$ cat src/ocwr_defines.svh
// Purpose: Constants for the overcurrent window and retry block.
// Assumes: Clock of 50 MHz, period 20 ns.
// Notes:   Widths and timing counts live here as macros.
`ifndef OCWR_DEFINES_SVH
`define OCWR_DEFINES_SVH
`define OCWR_CLK_PERIOD_NS   20
`define OCWR_QUANT_STEP_NS   10
`define OCWR_QUANT_STEPS_PER_CLK (`OCWR_CLK_PERIOD_NS / `OCWR_QUANT_STEP_NS)
`define OCWR_CNT_W           16
`define OCWR_LIMIT_W         6
`define OCWR_DAC_W           7
`define OCWR_RETRY_SS_COUNT  4
`define OCWR_SS_CYCLES       340000
`endif

$ cat src/ocwr_pkg.sv
// Purpose: Types for the overcurrent window and retry block.
// Assumes: Widths from ocwr_defines.svh.
// Notes:   All state of the top module except sense_en_out is one packed struct.
`include "ocwr_defines.svh"
package ocwr_pkg;
   typedef enum logic [2:0] {
      OCWR_IDLE,
      OCWR_RUN,
      OCWR_FINISH,
      OCWR_HALF_WAIT,
      OCWR_HALF_PULSE,
      OCWR_RETRY_WAIT
   } ocwr_state_t;

   typedef struct packed {
      logic                      hs_on;
      logic                      ls_on;
   } ocwr_drive_t;

   typedef struct packed {
      ocwr_state_t               state;
      logic [`OCWR_CNT_W-1:0]    on_cnt;
      logic [`OCWR_CNT_W-1:0]    win_len;
      logic [`OCWR_CNT_W-1:0]    win_cnt;
      logic [`OCWR_CNT_W-1:0]    last_on;
      logic [`OCWR_CNT_W-1:0]    half_cnt;
      logic [31:0]               wait_cnt;
      logic [`OCWR_LIMIT_W-1:0]  limit;
      logic [`OCWR_DAC_W-1:0]    dac;
      logic                      fault;
      logic                      trip_prev;
      logic                      hs_prev;
      logic                      retry_req;
      ocwr_drive_t               drive;
   } ocwr_state_s_t;
endpackage

$ cat src/ocwr_sync.sv
// Purpose: Three-stage synchroniser for asynchronous inputs.
// Assumes: One clock, synchronous active-high reset.
// Notes:   A change counts once stages two and three agree.
`timescale 1ns/10ps
module ocwr_sync #(
   parameter int W = 1
) (
   input  wire logic         mclk_in,  // System clock.
   input  wire logic         rst_in,   // Synchronous reset.
   input  wire logic [W-1:0] d_in,     // Asynchronous input.
   output logic      [W-1:0] q_out     // Filtered output.
);
   logic [W-1:0] s1_r;
   logic [W-1:0] s2_r;
   logic [W-1:0] s3_r;

   // Shift through three stages and update when the last two agree.
   always_ff @(posedge mclk_in) begin
      if (rst_in) begin
         s1_r  <= '0;
         s2_r  <= '0;
         s3_r  <= '0;
         q_out <= '0;
      end else begin
         s1_r <= d_in;
         s2_r <= s1_r;
         s3_r <= s2_r;
         for (int i = 0; i < W; i++) begin
            if (s2_r[i] == s3_r[i]) begin
               q_out[i] <= s3_r[i];
            end
         end
      end
   end
endmodule

$ cat src/ocwr_core.sv
// Function
// - Count high-side on-time each cycle in 10 ns steps.
// - Keep three quarters of the count as next cycle's sense window.
// - Sense overcurrent only before the three-quarter point of on-time.
// - A comparator trip inside the active window declares a fault.
// - During soft-start drive twice the stored limit to the converter.
// - After soft-start drive the stored, undoubled limit.
// - After a trip finish the cycle, then one half on-time pulse.
// - Then both drives off, wait four soft-start times, retry.
// - Sensing is active only while the high-side drive is on.
// - Hold a six-bit limit captured at startup and feed the converter.
//
// Purpose: Overcurrent sense window timing and trip shutdown/retry sequence.
// Assumes: mclk_in at 50 MHz; PWM, comparator and soft-start inputs are async.
// Notes:   The shutdown half pulse uses the on-time of the cycle that tripped.
`timescale 1ns/10ps
`include "ocwr_defines.svh"
module ocwr_core #(
   parameter int SS_CYCLES = `OCWR_SS_CYCLES
) (
   input  wire logic                     mclk_in,          // 50 MHz clock.
   input  wire logic                     rst_in,           // Sync reset, active high.
   input  wire logic                     pwm_hs_in,        // PWM high-side request.
   input  wire logic                     pwm_ls_in,        // PWM low-side request.
   input  wire logic                     overcurrent_trip_in, // Comparator above limit.
   input  wire logic                     soft_start_in,    // Soft-start in progress.
   input  wire logic                     limit_capture_in, // Capture limit setting.
   input  wire logic [`OCWR_LIMIT_W-1:0] limit_setting_value_in, // Startup limit code.
   output logic                          hs_drive_out,     // High-side gate drive.
   output logic                          ls_drive_out,     // Low-side gate drive.
   output logic                          sense_en_out,     // Sense window active.
   output logic                          fault_out,        // Overcurrent fault.
   output logic                          retry_start_out,  // Pulse: start soft-start.
   output logic [`OCWR_DAC_W-1:0]        limit_dac_out     // Limit converter code.
);
   localparam logic [31:0] SS_TOTAL = 32'(SS_CYCLES * `OCWR_RETRY_SS_COUNT);

   logic                     hs_s;
   logic                     ls_s;
   logic                     trip_s;
   logic                     ss_s;
   logic                     cap_s;
   ocwr_pkg::ocwr_state_s_t  st_r;
   ocwr_pkg::ocwr_state_s_t  st_nxt;
   logic                     sense_nxt;
   logic                     start_nxt;

   // Bring all pin inputs except the clock, the reset and limit_setting_value_in into the clock domain.
   ocwr_sync #(.W(5)) u_sync (
      .mclk_in (mclk_in),
      .rst_in  (rst_in),
      .d_in    ({pwm_hs_in, pwm_ls_in, overcurrent_trip_in, soft_start_in,
                 limit_capture_in}),
      .q_out   ({hs_s, ls_s, trip_s, ss_s, cap_s})
   );

   // Three quarters of a count, rounded down.
   function automatic logic [`OCWR_CNT_W-1:0] three_q(input logic [`OCWR_CNT_W-1:0] c);
      logic [`OCWR_CNT_W+1:0] t;
      t = ({2'b00, c} << 1) + {2'b00, c};
      return t[`OCWR_CNT_W+1:2];
   endfunction

   // Next-state logic for the whole block.
   always_comb begin
      st_nxt    = st_r;
      sense_nxt = 1'b0;
      start_nxt = 1'b0;
      st_nxt.trip_prev = trip_s;
      st_nxt.hs_prev   = st_r.drive.hs_on;
      // Limit capture and reference scaling.
      if (cap_s) begin
         st_nxt.limit = limit_setting_value_in;
      end
      st_nxt.dac = ss_s ? {st_r.limit, 1'b0}
                        : {1'b0, st_r.limit};
      case (st_r.state)
         ocwr_pkg::OCWR_IDLE: begin
            st_nxt.drive = '0;
            st_nxt.state = ocwr_pkg::OCWR_RUN;
         end
         ocwr_pkg::OCWR_RUN, ocwr_pkg::OCWR_FINISH: begin
            st_nxt.drive.hs_on = hs_s;
            st_nxt.drive.ls_on = ls_s & ~hs_s;
            if (st_r.drive.hs_on) begin
               // Count on-time; each clock is a whole number of 10 ns steps.
               st_nxt.on_cnt  = st_r.on_cnt
                              + `OCWR_CNT_W'(`OCWR_QUANT_STEPS_PER_CLK);
               st_nxt.win_cnt = st_r.win_cnt
                              + `OCWR_CNT_W'(`OCWR_QUANT_STEPS_PER_CLK);
            end
            // A synced trip counts only while the present sense window is open.
            // The synchroniser adds a few clocks, so a trip late in the window may be missed.
            if (st_r.state == ocwr_pkg::OCWR_RUN && sense_en_out && trip_s) begin
               st_nxt.fault = 1'b1;
               st_nxt.state = ocwr_pkg::OCWR_FINISH;
            end
            // Falling high-side edge closes a cycle.
            if (!st_r.drive.hs_on && st_r.hs_prev) begin
               st_nxt.win_len = three_q(st_r.on_cnt);
               st_nxt.last_on = st_r.on_cnt;
               st_nxt.on_cnt  = '0;
               st_nxt.win_cnt = '0;
               if (st_r.state == ocwr_pkg::OCWR_FINISH) begin
                  st_nxt.drive    = '0;
                  st_nxt.half_cnt = st_r.on_cnt >> 1;
                  st_nxt.state    = ocwr_pkg::OCWR_HALF_PULSE;
               end
            end
            // Open sense for the next clock only if the high side stays on then and that
            // clock ends inside the window, so sense never outlasts the drive.
            sense_nxt = st_nxt.drive.hs_on
                      && ((st_nxt.win_cnt + `OCWR_CNT_W'(`OCWR_QUANT_STEPS_PER_CLK))
                          <= st_nxt.win_len);
         end
         ocwr_pkg::OCWR_HALF_PULSE: begin
            // Trips are ignored here.
            st_nxt.drive.hs_on = 1'b1;
            st_nxt.drive.ls_on = 1'b0;
            // The first clock only raises the drive, so counting starts with it on.
            if (st_r.drive.hs_on || st_r.half_cnt == '0) begin
               if (st_r.half_cnt <= `OCWR_CNT_W'(`OCWR_QUANT_STEPS_PER_CLK)) begin
                  st_nxt.drive    = '0;
                  st_nxt.wait_cnt = SS_TOTAL;
                  st_nxt.state    = ocwr_pkg::OCWR_RETRY_WAIT;
               end else begin
                  st_nxt.half_cnt = st_r.half_cnt
                                  - `OCWR_CNT_W'(`OCWR_QUANT_STEPS_PER_CLK);
               end
            end
         end
         ocwr_pkg::OCWR_RETRY_WAIT: begin
            st_nxt.drive = '0;
            if (st_r.wait_cnt <= 32'h0000_0001) begin
               start_nxt    = 1'b1;
               st_nxt.fault = 1'b0;
               st_nxt.on_cnt  = '0;
               st_nxt.win_cnt = '0;
               st_nxt.win_len = '0;
               st_nxt.state = ocwr_pkg::OCWR_RUN;
            end else begin
               st_nxt.wait_cnt = st_r.wait_cnt - 32'h0000_0001;
            end
         end
         default: begin
            st_nxt.state = ocwr_pkg::OCWR_IDLE;
         end
      endcase
      st_nxt.retry_req = start_nxt;
   end

   // Register all state.
   always_ff @(posedge mclk_in) begin
      if (rst_in) begin
         st_r         <= '0;
         st_r.state   <= ocwr_pkg::OCWR_IDLE;
         sense_en_out <= 1'b0;
      end else begin
         st_r         <= st_nxt;
         sense_en_out <= sense_nxt;
      end
   end

   // Outputs straight from flip-flops.
   assign hs_drive_out    = st_r.drive.hs_on;
   assign ls_drive_out    = st_r.drive.ls_on;
   assign fault_out       = st_r.fault;
   assign retry_start_out = st_r.retry_req;
   assign limit_dac_out   = st_r.dac;
endmodule

$ cat config.mk
export PLATFORM = sky130hd
export DESIGN_NAME = ocwr_core
export DESIGN_NICKNAME = d
export VERILOG_FILES = /design/src/ocwr_pkg.sv /design/src/ocwr_sync.sv /design/src/ocwr_core.sv
export VERILOG_INCLUDE_DIRS = /design/src
export SDC_FILE = /design/constraint.sdc
export NUM_CORES = 1
export LEC_CHECK = 0
export BUFFER_PORTS_ARGS = -buffer_cell sky130_fd_sc_hd__buf_2
export CAP_MARGIN = 40
export CORE_MARGIN = 1.5
export CORE_UTILIZATION = 55
export CTS_BUF_LIST = sky130_fd_sc_hd__clkbuf_2
export DETAILED_ROUTE_END_ITERATION = 16
export PLACE_DENSITY = 0.79
export SLEW_MARGIN = 40
export SYNTH_ARGS = -nofsm -noshare
export SYNTH_HDL_FRONTEND = slang
export SYNTH_SLANG_ARGS = --single-unit
export TNS_END_PERCENT = 1
$ cat constraint.sdc
create_clock -name mclk_in -period 3.3 [get_ports mclk_in]
set_input_delay 0.165 -clock mclk_in [delete_from_list [all_inputs] [get_ports mclk_in]]
set_output_delay 0.165 -clock mclk_in [all_outputs]
set_load 0.01 [all_outputs]
==> results of run 1 <==
power breakdown:
group	internal, mW	switching (mW)
sequential	1.86	0.212
combinational	0.973	1.56
clock	0.272	0.655
total	3.11	2.42
layer usage:
metal	track usage [%]	routed length [um]	vias up
met4	7.94	327	0
met5	0	0	-
met1	31.0	8320	3356
li1	-	-	3491
met3	4.61	768	31
met2	41.8	9140	205
registers in the layout, indices dropped and copies added, names as in the netlist:
register         count
u_sync.s1_r          5
limit_dac_out        7
fault_out            1
u_sync.q_out         5
retry_start_out      1
ls_drive_out         1
sense_en_out         1
u_sync.s3_r          5
hs_drive_out         1
st_r               105
u_sync.s2_r          5
metrics by stage:
stage | setup slack (ns) | total power, mW | std cells
after floorplan | 0.0254 | 4.02 | 945
after detailed placement | -0.0479 | 4.57 | 1148
final | 0.0252 | 5.53 | 1206
after global placement | 0.0124 | 4.53 | 1148
after CTS | 0.0137 | 5.52 | 1195
after global routing | -0.111 | 5.90 | 1206
cell usage after synthesis (all sizes together), types with 14 or more instances:
library cell,instances,area (sq um)
xor2,31,272
nand4,15,100
dfxtp,137,2740
nor2,140,526
a22oi,14,105
inv,18,67.6
mux2i,20,200
nor2b,22,138
nor3,35,175
buf,19,110
xnor2,42,368
nand3,34,170
a21oi,64,324
clkbuf,38,143
o21ai,44,220
nand2,73,274
ha,38,475
a21o,15,113
nor4,20,159
cell type report:
type | count | share of cell area, %
clock inverter | 15 | 1.42
clock buffer | 17 | 0.954
sequential | 137 | 31.1
tap | 180 | 2.52
inverter | 18 | 0.757
multi-input combinational | 733 | 54.6
timing repair buffer | 106 | 8.70
path summary, 6_finish.rpt:
kind | from | end | slack [ns] | cells past startpoint
worst max-delay path | st_r[118] | sense_en_out | 0.03 | 14
worst min-delay path | limit_setting_value_in[1] | st_r[14] | 0.19 | 4
worst max register to register | st_r[118] | sense_en_out | 0.03 | 14
worst min register to register | u_sync.s3_r[1] | u_sync.q_out[1] | 0.44 | 2
cell usage in the layout, fill, tap and decap left out, types with 5 or more instances in the layout:
cell	instances
nor2_1	139
dfxtp_1	126
nand2_1	73
buf_4	69
a21oi_1	61
xnor2_1	40
o21ai_0	38
ha_1	34
nand3_1	32
nor3_1	32
xor2_1	31
buf_2	23
nor2b_1	21
mux2i_1	19
inv_1	18
clkbuf_2	17
a21o_1	15
nand4_1	14
a22oi_1	14
nor4_1	14
dlygate4sd3_1	12
and3_1	11
a31oi_1	10
or3_1	9
nand2b_1	8
dfxtp_4	7
o21a_1	6
a211oi_1	5
a22o_1	5
clkinv_2	5
timing repair:
| action | CTS | global route |
|---|---|---|
| endpoints found under the setup margin | 1 | 1 |
| hold buffers | 12 | 0 |
| cloned | 0 | 0 |
| setup buffers | 3 | 11 |
| gates resized for setup | 16 | 42 |
| endpoints found under the hold margin | 55 | 0 |
| pin swaps | 4 | 27 |
cell families (layout without fill, tap and decap cells):
logic type	Yosys count	after routing
AND/OR/NAND/NOR	401	401
AO/OA/AOI/OAI	200	200
flip-flops	137	137
buffers and inverters	75	156
XOR/XNOR	73	73
adder cells (fa/ha/maj)	39	39
multiplexers	20	20
critical path: cells and delay by family, from the launching register on:
family	cells	cell delay [ns]
DFF	1	0.41
xor gates and xnor gates	1	0.19
muxes	1	0.12
adders and majority gates	2	0.67
AOI/OAI and AO/OA	10	1.81
==> flow_summary.ini, run 1 <==
[synthesis]
synthFlopType = dfxtp_1
syn_inst = 945
synth-edff-count = 0
yosys_warnings = 0
synth_xor_area_share_pct = 8.31
synth_compound_area_share_pct = 16.9
synth-seq-area-share_pct = 35.6
synth_area_sq_um = 7700
synthMuxAreaShare_pct = 2.60
synth.distinct_cells = 65
synth_async_sr_flop_share_pct = 0
synthAdderAreaFrac_pct = 6.31
synth_fp_nets = 996
synth_seq_cells = 137
yosys.area_share.simple_pct = 26.0
synth_area_per_cell_sq_um = 8.14
synth_top_family_by_area = simple AND/OR/NAND/NOR gates

[finish]
finalInstanceArea_sq_um = 8920
multi_input_comb_area_sq_um = 4870
fillers = 1138
area_growth_syn_to_layout_pct = 15.9
drive_gt1_share_pct = 18.2
regArea_sq_um = 2770
fin_nets = 1064
final_core_util_pct = 64.8
insertedDiodeCount = 0

[timing]
period_share_pct = 99.2
timing.hold.ws_ns = 0.189
finClkSkew_ns = 0.0338
rsz0062_at_grt = yes
worstMarginPinSlew_ns = 0.811
drv_slew = 0
tns_ns = 0
slew_headroom_pct = 45.4
hold_viol_final = 0
finalSetupViolCount = 0
fin_crit_ns = 3.27
fmax_ghz = 0.305

[route]
dr.pass1.iters = 7
wl_per_cell_um = 15.4
drt_wl_total_um = 18600
drt-initial-drc-count = 576
dr_total_vias = 7083
drc_errors = 0
ant_nets = 0
vias_per_cell = 5.87

[power]
power_leakage_nw = 3.55
vdd_drop_max_mv = 0.458
powerDensity_nw_per_um2 = 620

[clocking]
cts_buffer_depth = 2
insertion_delay_ns = 0.73
cts_tree = yes
clock-root-buffer = clkbuf_2
clkTransAtPathRegs_ns = 0.22
clkSinkCount = 137
cts_buffers = 17
cts_max_level = 4

[setup_path]
crit_required_ns = 3.94
startpoint_type = flop
crit_arrival_ns = 3.92
critPathKind = reg2reg
cp_max_fo = 4
crit_path_end_kind = flop
slowest_delay_ns = 0.41
crit_chain = ha_1, a211oi_2, o21ai_2, a41oi_2, o21bai_1, a21oi_1, xnor2_1, mux2i_1, ha_1, a21o_1, a211o_1, o2111ai_2, a21oi_1, a211oi_1
cpMaxStageDelayCell = dfxtp_4

[floorplan]
dieArea_sq_um = 14700
die_y_um = 121
design.core.area_sq_um = 13800
rows = 43
ios = 25
die_x_um = 121
start_util_pct = 55.9

[global_route]
grt_overflow = 0
grt_max_degree = 55
grt_pass1_vias = 6156
grt_usage_pct = 24.5
antenna_found_initial = 0
grt_pass1_wl_um = 29000

[hold_path]
min_path_type = in2reg

[place]
place_area_sq_um = 8240
placement.io_buffers = 24
dp.final_hpwl_um = 12300
place.gp.congestion = 0.946

[outcome]
status = completed

[run]
drv_cap = 0
Note: power is estimated with default switching activity, not from simulation.
==> run 2: changes to the inputs <==
--- a/config.mk
+++ b/config.mk
@@ -12,9 +12,10 @@
 export CORE_UTILIZATION = 55
 export CTS_BUF_LIST = sky130_fd_sc_hd__clkbuf_2
 export DETAILED_ROUTE_END_ITERATION = 16
-export PLACE_DENSITY = 0.79
+export PLACE_DENSITY = 0.76
 export SLEW_MARGIN = 40
 export SYNTH_ARGS = -nofsm -noshare
 export SYNTH_HDL_FRONTEND = slang
+export SYNTH_HIERARCHICAL = 1
 export SYNTH_SLANG_ARGS = --single-unit
 export TNS_END_PERCENT = 1
==> constraint.sdc (replaced) <==
create_clock -name mclk_in -period 3.8 [get_ports mclk_in]
set_input_delay 0.19 -clock mclk_in [delete_from_list [all_inputs] [get_ports mclk_in]]
set_output_delay 0.19 -clock mclk_in [all_outputs]
set_load 0.01 [all_outputs]
==> flow_summary.ini, run 2 <==
[setup_path]
cp_max_fo = 13
path_buf_inv = 1
crit_arrival_ns = 4.04
critPathTopFamily = compound AO/OA/AOI/OAI gates
worst-path-stages = 14
r2r_cells = 14
crit_chain = buf_4, mux2_2, a21oi_1, and3_1, and3_1, nand3_1, xnor2_1, ha_1, o21ai_0, nor2_1, o21ai_0, o31a_1, o2111ai_1, o211ai_1
critPathKind = reg2reg
crit_path_end_kind = flop
slowest_delay_ns = 0.56
cpMaxStageDelayCell = dfxtp_1
crit_required_ns = 4.46
startpoint_type = flop

[route]
drt-initial-drc-count = 493
dr.pass1.iters = 5
drt_wl_total_um = 17800
vias_per_cell = 5.91
drc_errors = 0
dr_total_vias = 6969
ant_nets = 0
wl_per_cell_um = 15.1

[timing]
worstMarginPinSlew_ns = 0.754
period_share_pct = 89.0
slew_headroom_pct = 49.7
finClkSkew_ns = 0.0251
tns_ns = 0
fin_crit_ns = 3.38
hold_viol_final = 0
setup_slack_ns = 0.418
fmax_ghz = 0.296
rsz0062_at_grt = no
drv_slew = 0
finalSetupViolCount = 0

[floorplan]
rows = 44
die_y_um = 124
dieArea_sq_um = 15400
die_x_um = 124
start_util_pct = 55.8
ios = 25
design.core.area_sq_um = 14400

[clocking]
insertion_delay_ns = 0.71
cts_tree = yes
clock-root-buffer = clkbuf_2
cts_max_level = 4
postCtsSetupRepairBufs = 0
ctsResizeCount = 0
cts_buffers = 17
cts_buffer_depth = 2
clkSinkCount = 137
clkTransAtPathRegs_ns = 0.23

[synthesis]
synthTopCellsByCount = dfxtp_1, nor2_1, nand2_1
synth_fp_nets = 1019
synthTopCellsByArea = dfxtp_1, ha_1, nor2_1
synth-seq-area-share_pct = 34.1
synth-edff-count = 0
synth_seq_cells = 137
synth.distinct_cells = 78
synth_area_sq_um = 8050
synth_async_sr_flop_share_pct = 0
yosys_warnings = 6
synth_top_area_share_pct = 34.1
synth_area_per_cell_sq_um = 8.32
synthFlopType = dfxtp_1
synth_area_leader_cell = dfxtp_1
syn_inst = 968
synthMostInstantiatedCell = dfxtp_1

[place]
dp.final_hpwl_um = 12300
place.gp.congestion = 0.984
post-place-cells = 1129
placement.io_buffers = 24
place_ws_ns = 0.489

[finish]
instances_no_fill = 1179
drive_gt1_share_pct = 12.2
layout_commonest_cell = dfxtp_1
largest_reg_flops = 105
area_growth_syn_to_layout_pct = 7.41
most-common-layout-cells = dfxtp_1, nor2_1, nand2_1
fin_nets = 1032
largest-register = st_r

[power]
power_leakage_nw = 3.36
vdd_drop_max_mv = 0.273
power_mw = 2.45
powerDensity_nw_per_um2 = 283

[global_route]
use_met1_pct = 30.3
grt_pass1_wl_um = 29000
grt_max_degree = 68
grtUsageMet2_pct = 39.0
grt_pass1_vias = 6238
grt_usage_pct = 23.5
grt_overflow = 0
antenna_found_initial = 0
top_usage_layer = met2
grt_util_met3_pct = 4.40

[hold_path]
min_path_type = in2reg
hold_depth = 3

[run]
drv_cap = 0

[outcome]
status = completed
==> run 2: cell count changes in the layout (fill, tap and decap cells not counted), moves of 7 or more <==
cell,delta
buf_4,-52
nor2_1,-17
nor2b_2,+15
nor2b_1,-13
dfxtp_1,+11
xnor2_1,-11
mux2i_1,+9
dfxtp_4,-7
nand4_1,+7
nor3_1,-7
==> run 2: worst reg2reg max path, stage by stage (launching register included) <==
cell	delay [ns]
dfxtp_1	0.56
buf_4	0.25
mux2_2	0.35
a21oi_1	0.33
and3_1	0.26
and3_1	0.27
nand3_1	0.13
xnor2_1	0.16
ha_1	0.29
o21ai_0	0.12
nor2_1	0.08
o21ai_0	0.15
o31a_1	0.18
o2111ai_1	0.12
o211ai_1	0.10
==> run 2: worst paths after layout <==
kind / startpoint / endpoint / slack [ns]
hold reg to reg: u_sync/s1_r[3] / u_sync/s2_r[3] / 0.47
setup / recovery: hs_drive_out / sense_en_out / 0.42
hold / removal: pwm_ls_in / u_sync/s1_r[3] / 0.22
setup reg to reg: hs_drive_out / sense_en_out / 0.42
==> run 2: what timing repair did <==
item	in CTS	in global routing
endpoints found under the hold margin	48	0
hold buffers	17	0
endpoints found under the setup margin	0	0
==> run 2: cell type report <==
type                       instances  area [sq um]
multi-input combinational        752          4950
clock buffer                      17          85.1
timing repair buffer              57           413
tap                              184           230
inverter                          16          60.1
antenna                            1          2.50
clock inverter                    15           166
sequential                       137          2740
fill                            1277          5770
==> run 2: stage by stage <==
step / utilization, % / hold WS (ns) / instance area, sq um
2_1_floorplan: - / 0.319 / 8050
3_3_place_gp: 56.9 / 0.399 / 8210
3_5_place_dp: 57.0 / 0.410 / 8220
4_1_cts: 59.9 / 0.130 / 8640
5_1_grt: 59.9 / 0.137 / 8650
6_report: 60.0 / 0.224 / 8650
==> run 2: logic make-up after synthesis <==
logic type	count (synthesis)	share of synthesized area, %
compound gates	218	17.9
xor+xnor	62	6.74
fa+ha+maj	38	5.90
buf+inv	79	4.77
flops	137	34.1
mux	31	3.95
simple gates	403	26.7
==> run 2: report_power, final <==
part           switching (mW)  leakage, nW  internal (mW)
Combinational          0.0487         2.10         0.0276
Sequential            0.00440         1.11           1.45
Clock                   0.602        0.148          0.317
Total                   0.655         3.36           1.79
==> run 2: per-layer routing <==
| metal | wire length, um | vias up |
|---|---|---|
| li1 | - | 3513 |
| met1 | 8370 | 3283 |
| met2 | 8380 | 150 |
| met4 | 299 | 0 |
| met3 | 709 | 23 |
| met5 | 0 | - |
==> run 3: changes to the inputs <==
--- a/config.mk
+++ b/config.mk
@@ -6,13 +6,13 @@
 export SDC_FILE = /design/constraint.sdc
 export NUM_CORES = 1
 export LEC_CHECK = 0
-export BUFFER_PORTS_ARGS = -buffer_cell sky130_fd_sc_hd__buf_2
 export CAP_MARGIN = 40
 export CORE_MARGIN = 1.5
-export CORE_UTILIZATION = 55
+export CORE_UTILIZATION = 50
 export CTS_BUF_LIST = sky130_fd_sc_hd__clkbuf_2
 export DETAILED_ROUTE_END_ITERATION = 16
-export PLACE_DENSITY = 0.76
+export DONT_BUFFER_PORTS = 1
+export PLACE_DENSITY = 0.69
 export SLEW_MARGIN = 40
 export SYNTH_ARGS = -nofsm -noshare
 export SYNTH_HDL_FRONTEND = slang
==> flow_summary.ini, run 3 (synthesis results as in run 2) <==
[outcome]
status = completed

[power]
power_frac_clock_pct = 36.6
switching_share_pct = 25.8
vdd_drop_max_mv = 0.162
powerDensity_nw_per_um2 = 281
seqPwrFrac_pct = 60.4
power_frac_comb_pct = 3.0
power_leakage_nw = 3.21
power.internal_mw = 1.78
p_sw_mw = 0.619

[finish]
fin_nets = 1005
drive_gt1_share_pct = 10.1
largest-register = st_r
area_growth_syn_to_layout_pct = 6.11
instances_no_fill = 1184
layout_commonest_cell = dfxtp_1
largest_reg_flops = 105
most-common-layout-cells = dfxtp_1, nor2_1, nand2_1

[setup_path]
cpMaxStageDelayCell = dfxtp_1
crit_path_end_kind = flop
crit_chain = ha_1, a21o_1, a211oi_1, nor4b_1, a211oi_1, xor2_1, mux2i_1, ha_1, o21ai_0, nor2_1, o21ai_0, o31a_1, o2111ai_1, o211ai_1
slowest_delay_ns = 0.40
startpoint_type = flop
path_buf_inv = 0
crit_required_ns = 4.45
critPathTopFamily = compound AO/OA/AOI/OAI gates
r2r_slack_ns = 0.54
crit_arrival_ns = 3.92
critPathKind = reg2reg
cp_max_fo = 5

[global_route]
grt_pass1_vias = 6120
grt_pass1_wl_um = 29100
antenna_found_initial = 1
grt_overflow = 0
grt_usage_pct = 21.3
grt_max_degree = 96

[timing]
fin_crit_ns = 3.26
finalSetupViolCount = 0
fmax_ghz = 0.306
rsz0062_at_grt = no
slew_headroom_pct = 48.3
hold_viol_final = 0
drv_slew = 0
finClkSkew_ns = 0.0393
worstMarginPinSlew_ns = 0.768
tns_ns = 0
period_share_pct = 85.9

[clocking]
cts_max_level = 4
cts_buffers = 17
clkTransAtPathRegs_ns = 0.22
cts_buffer_depth = 2
clock-root-buffer = clkbuf_2
cts_tree = yes
insertion_delay_ns = 0.72
clkSinkCount = 137

[route]
drt-initial-drc-count = 437
wl_per_cell_um = 14.8
drt_wl_total_um = 17500
drc_errors = 0
vias_per_cell = 5.73
dr.pass1.iters = 5
ant_nets = 0
dr_total_vias = 6790

[floorplan]
die_x_um = 130
die_y_um = 130
rows = 46
ios = 25
start_util_pct = 50.9
dieArea_sq_um = 16900
design.core.area_sq_um = 15800

[hold_path]
min_path_type = in2reg

[place]
post-place-cells = 1137
placement.io_buffers = 0
dp.final_hpwl_um = 12300
place.gp.congestion = 0.915

[run]
drv_cap = 0
-- run 3: cell types whose count changed in the layout (fill, tap and decap cells not counted), moves of 2 or more --
cell	previous run	this run
buf_2	23	0
clkbuf_2	17	19
clkinvlp_4	2	5
dlygate4sd3_1	17	13
inv_6	5	3
-- run 3: final timing paths --
check | startpoint | end | cells past startpoint
setup reg to reg | st_r[117] | sense_en_out | 14
setup / recovery | st_r[117] | sense_en_out | 14
hold / removal | soft_start_in | u_sync/s1_r[1] | 2
hold reg to reg | u_sync/s1_r[0] | u_sync/s2_r[0] | 1
-- run 3: layout make-up --
| class | instances | area, sq um |
|---|---|---|
| Inverter | 16 | 60.1 |
| Clock buffer | 19 | 95.1 |
| Antenna cell | 1 | 2.50 |
| Sequential cell | 137 | 2740 |
| Clock inverter | 13 | 146 |
| Tap cell | 216 | 270 |
| Timing Repair Buffer | 30 | 278 |
| Multi-Input combinational cell | 752 | 4950 |
| Fill cell | 1528 | 7280 |
-- run 3: repair_timing --
item / 4_1_cts / 5_1_grt
endpoints found under the setup margin: 0 / 0
buffers inserted: 0 / 0
gates resized for setup: 0 / 0
hold buffers: 14 / 0
hold endpoints to repair: 112 / 0
-- run 3: worst register-to-register path, cell delays in order (launching register included) --
cell	delay [ns]
dfxtp_1	0.40
ha_1	0.35
a21o_1	0.20
a211oi_1	0.40
nor4b_1	0.11
a211oi_1	0.24
xor2_1	0.23
mux2i_1	0.11
ha_1	0.32
o21ai_0	0.23
nor2_1	0.08
o21ai_0	0.14
o31a_1	0.18
o2111ai_1	0.12
o211ai_1	0.11
-- run 3: power by group through the flow --
stage	clock (mW)	sequential [mW]	combinational, mW
after CTS	0.907	1.45	0.0720
after global routing	0.962	1.45	0.0782
after floorplan	0	1.48	0.0492
after global placement	0	1.48	0.0414
after detailed placement	0	1.48	0.0414
final	0.880	1.45	0.0717
-- run 3: routing by layer --
layer  global-route usage [%]  wire length [um]  up-vias
li1                         -                 -     3465
met1                     29.4              8560     3181
met2                     33.6              7970      123
met3                     4.59               715       21
met4                     6.01               264        0
met5                        0                 0        -
-- run 3: metrics by stage --
stage                     hold slack (ns)  setup WS [ns]  utilization (%)  area [sq um]  power [mW]
after floorplan                     0.319          0.836                -          8050        1.53
after global placement              0.272          0.678             51.3          8130        1.52
after detailed placement            0.277          0.590             51.4          8140        1.52
after CTS                          0.0743          0.549             53.9          8540        2.43
after global routing               0.0743          0.169             54.0          8540        2.49
final                               0.121          0.536             54.0          8540        2.40
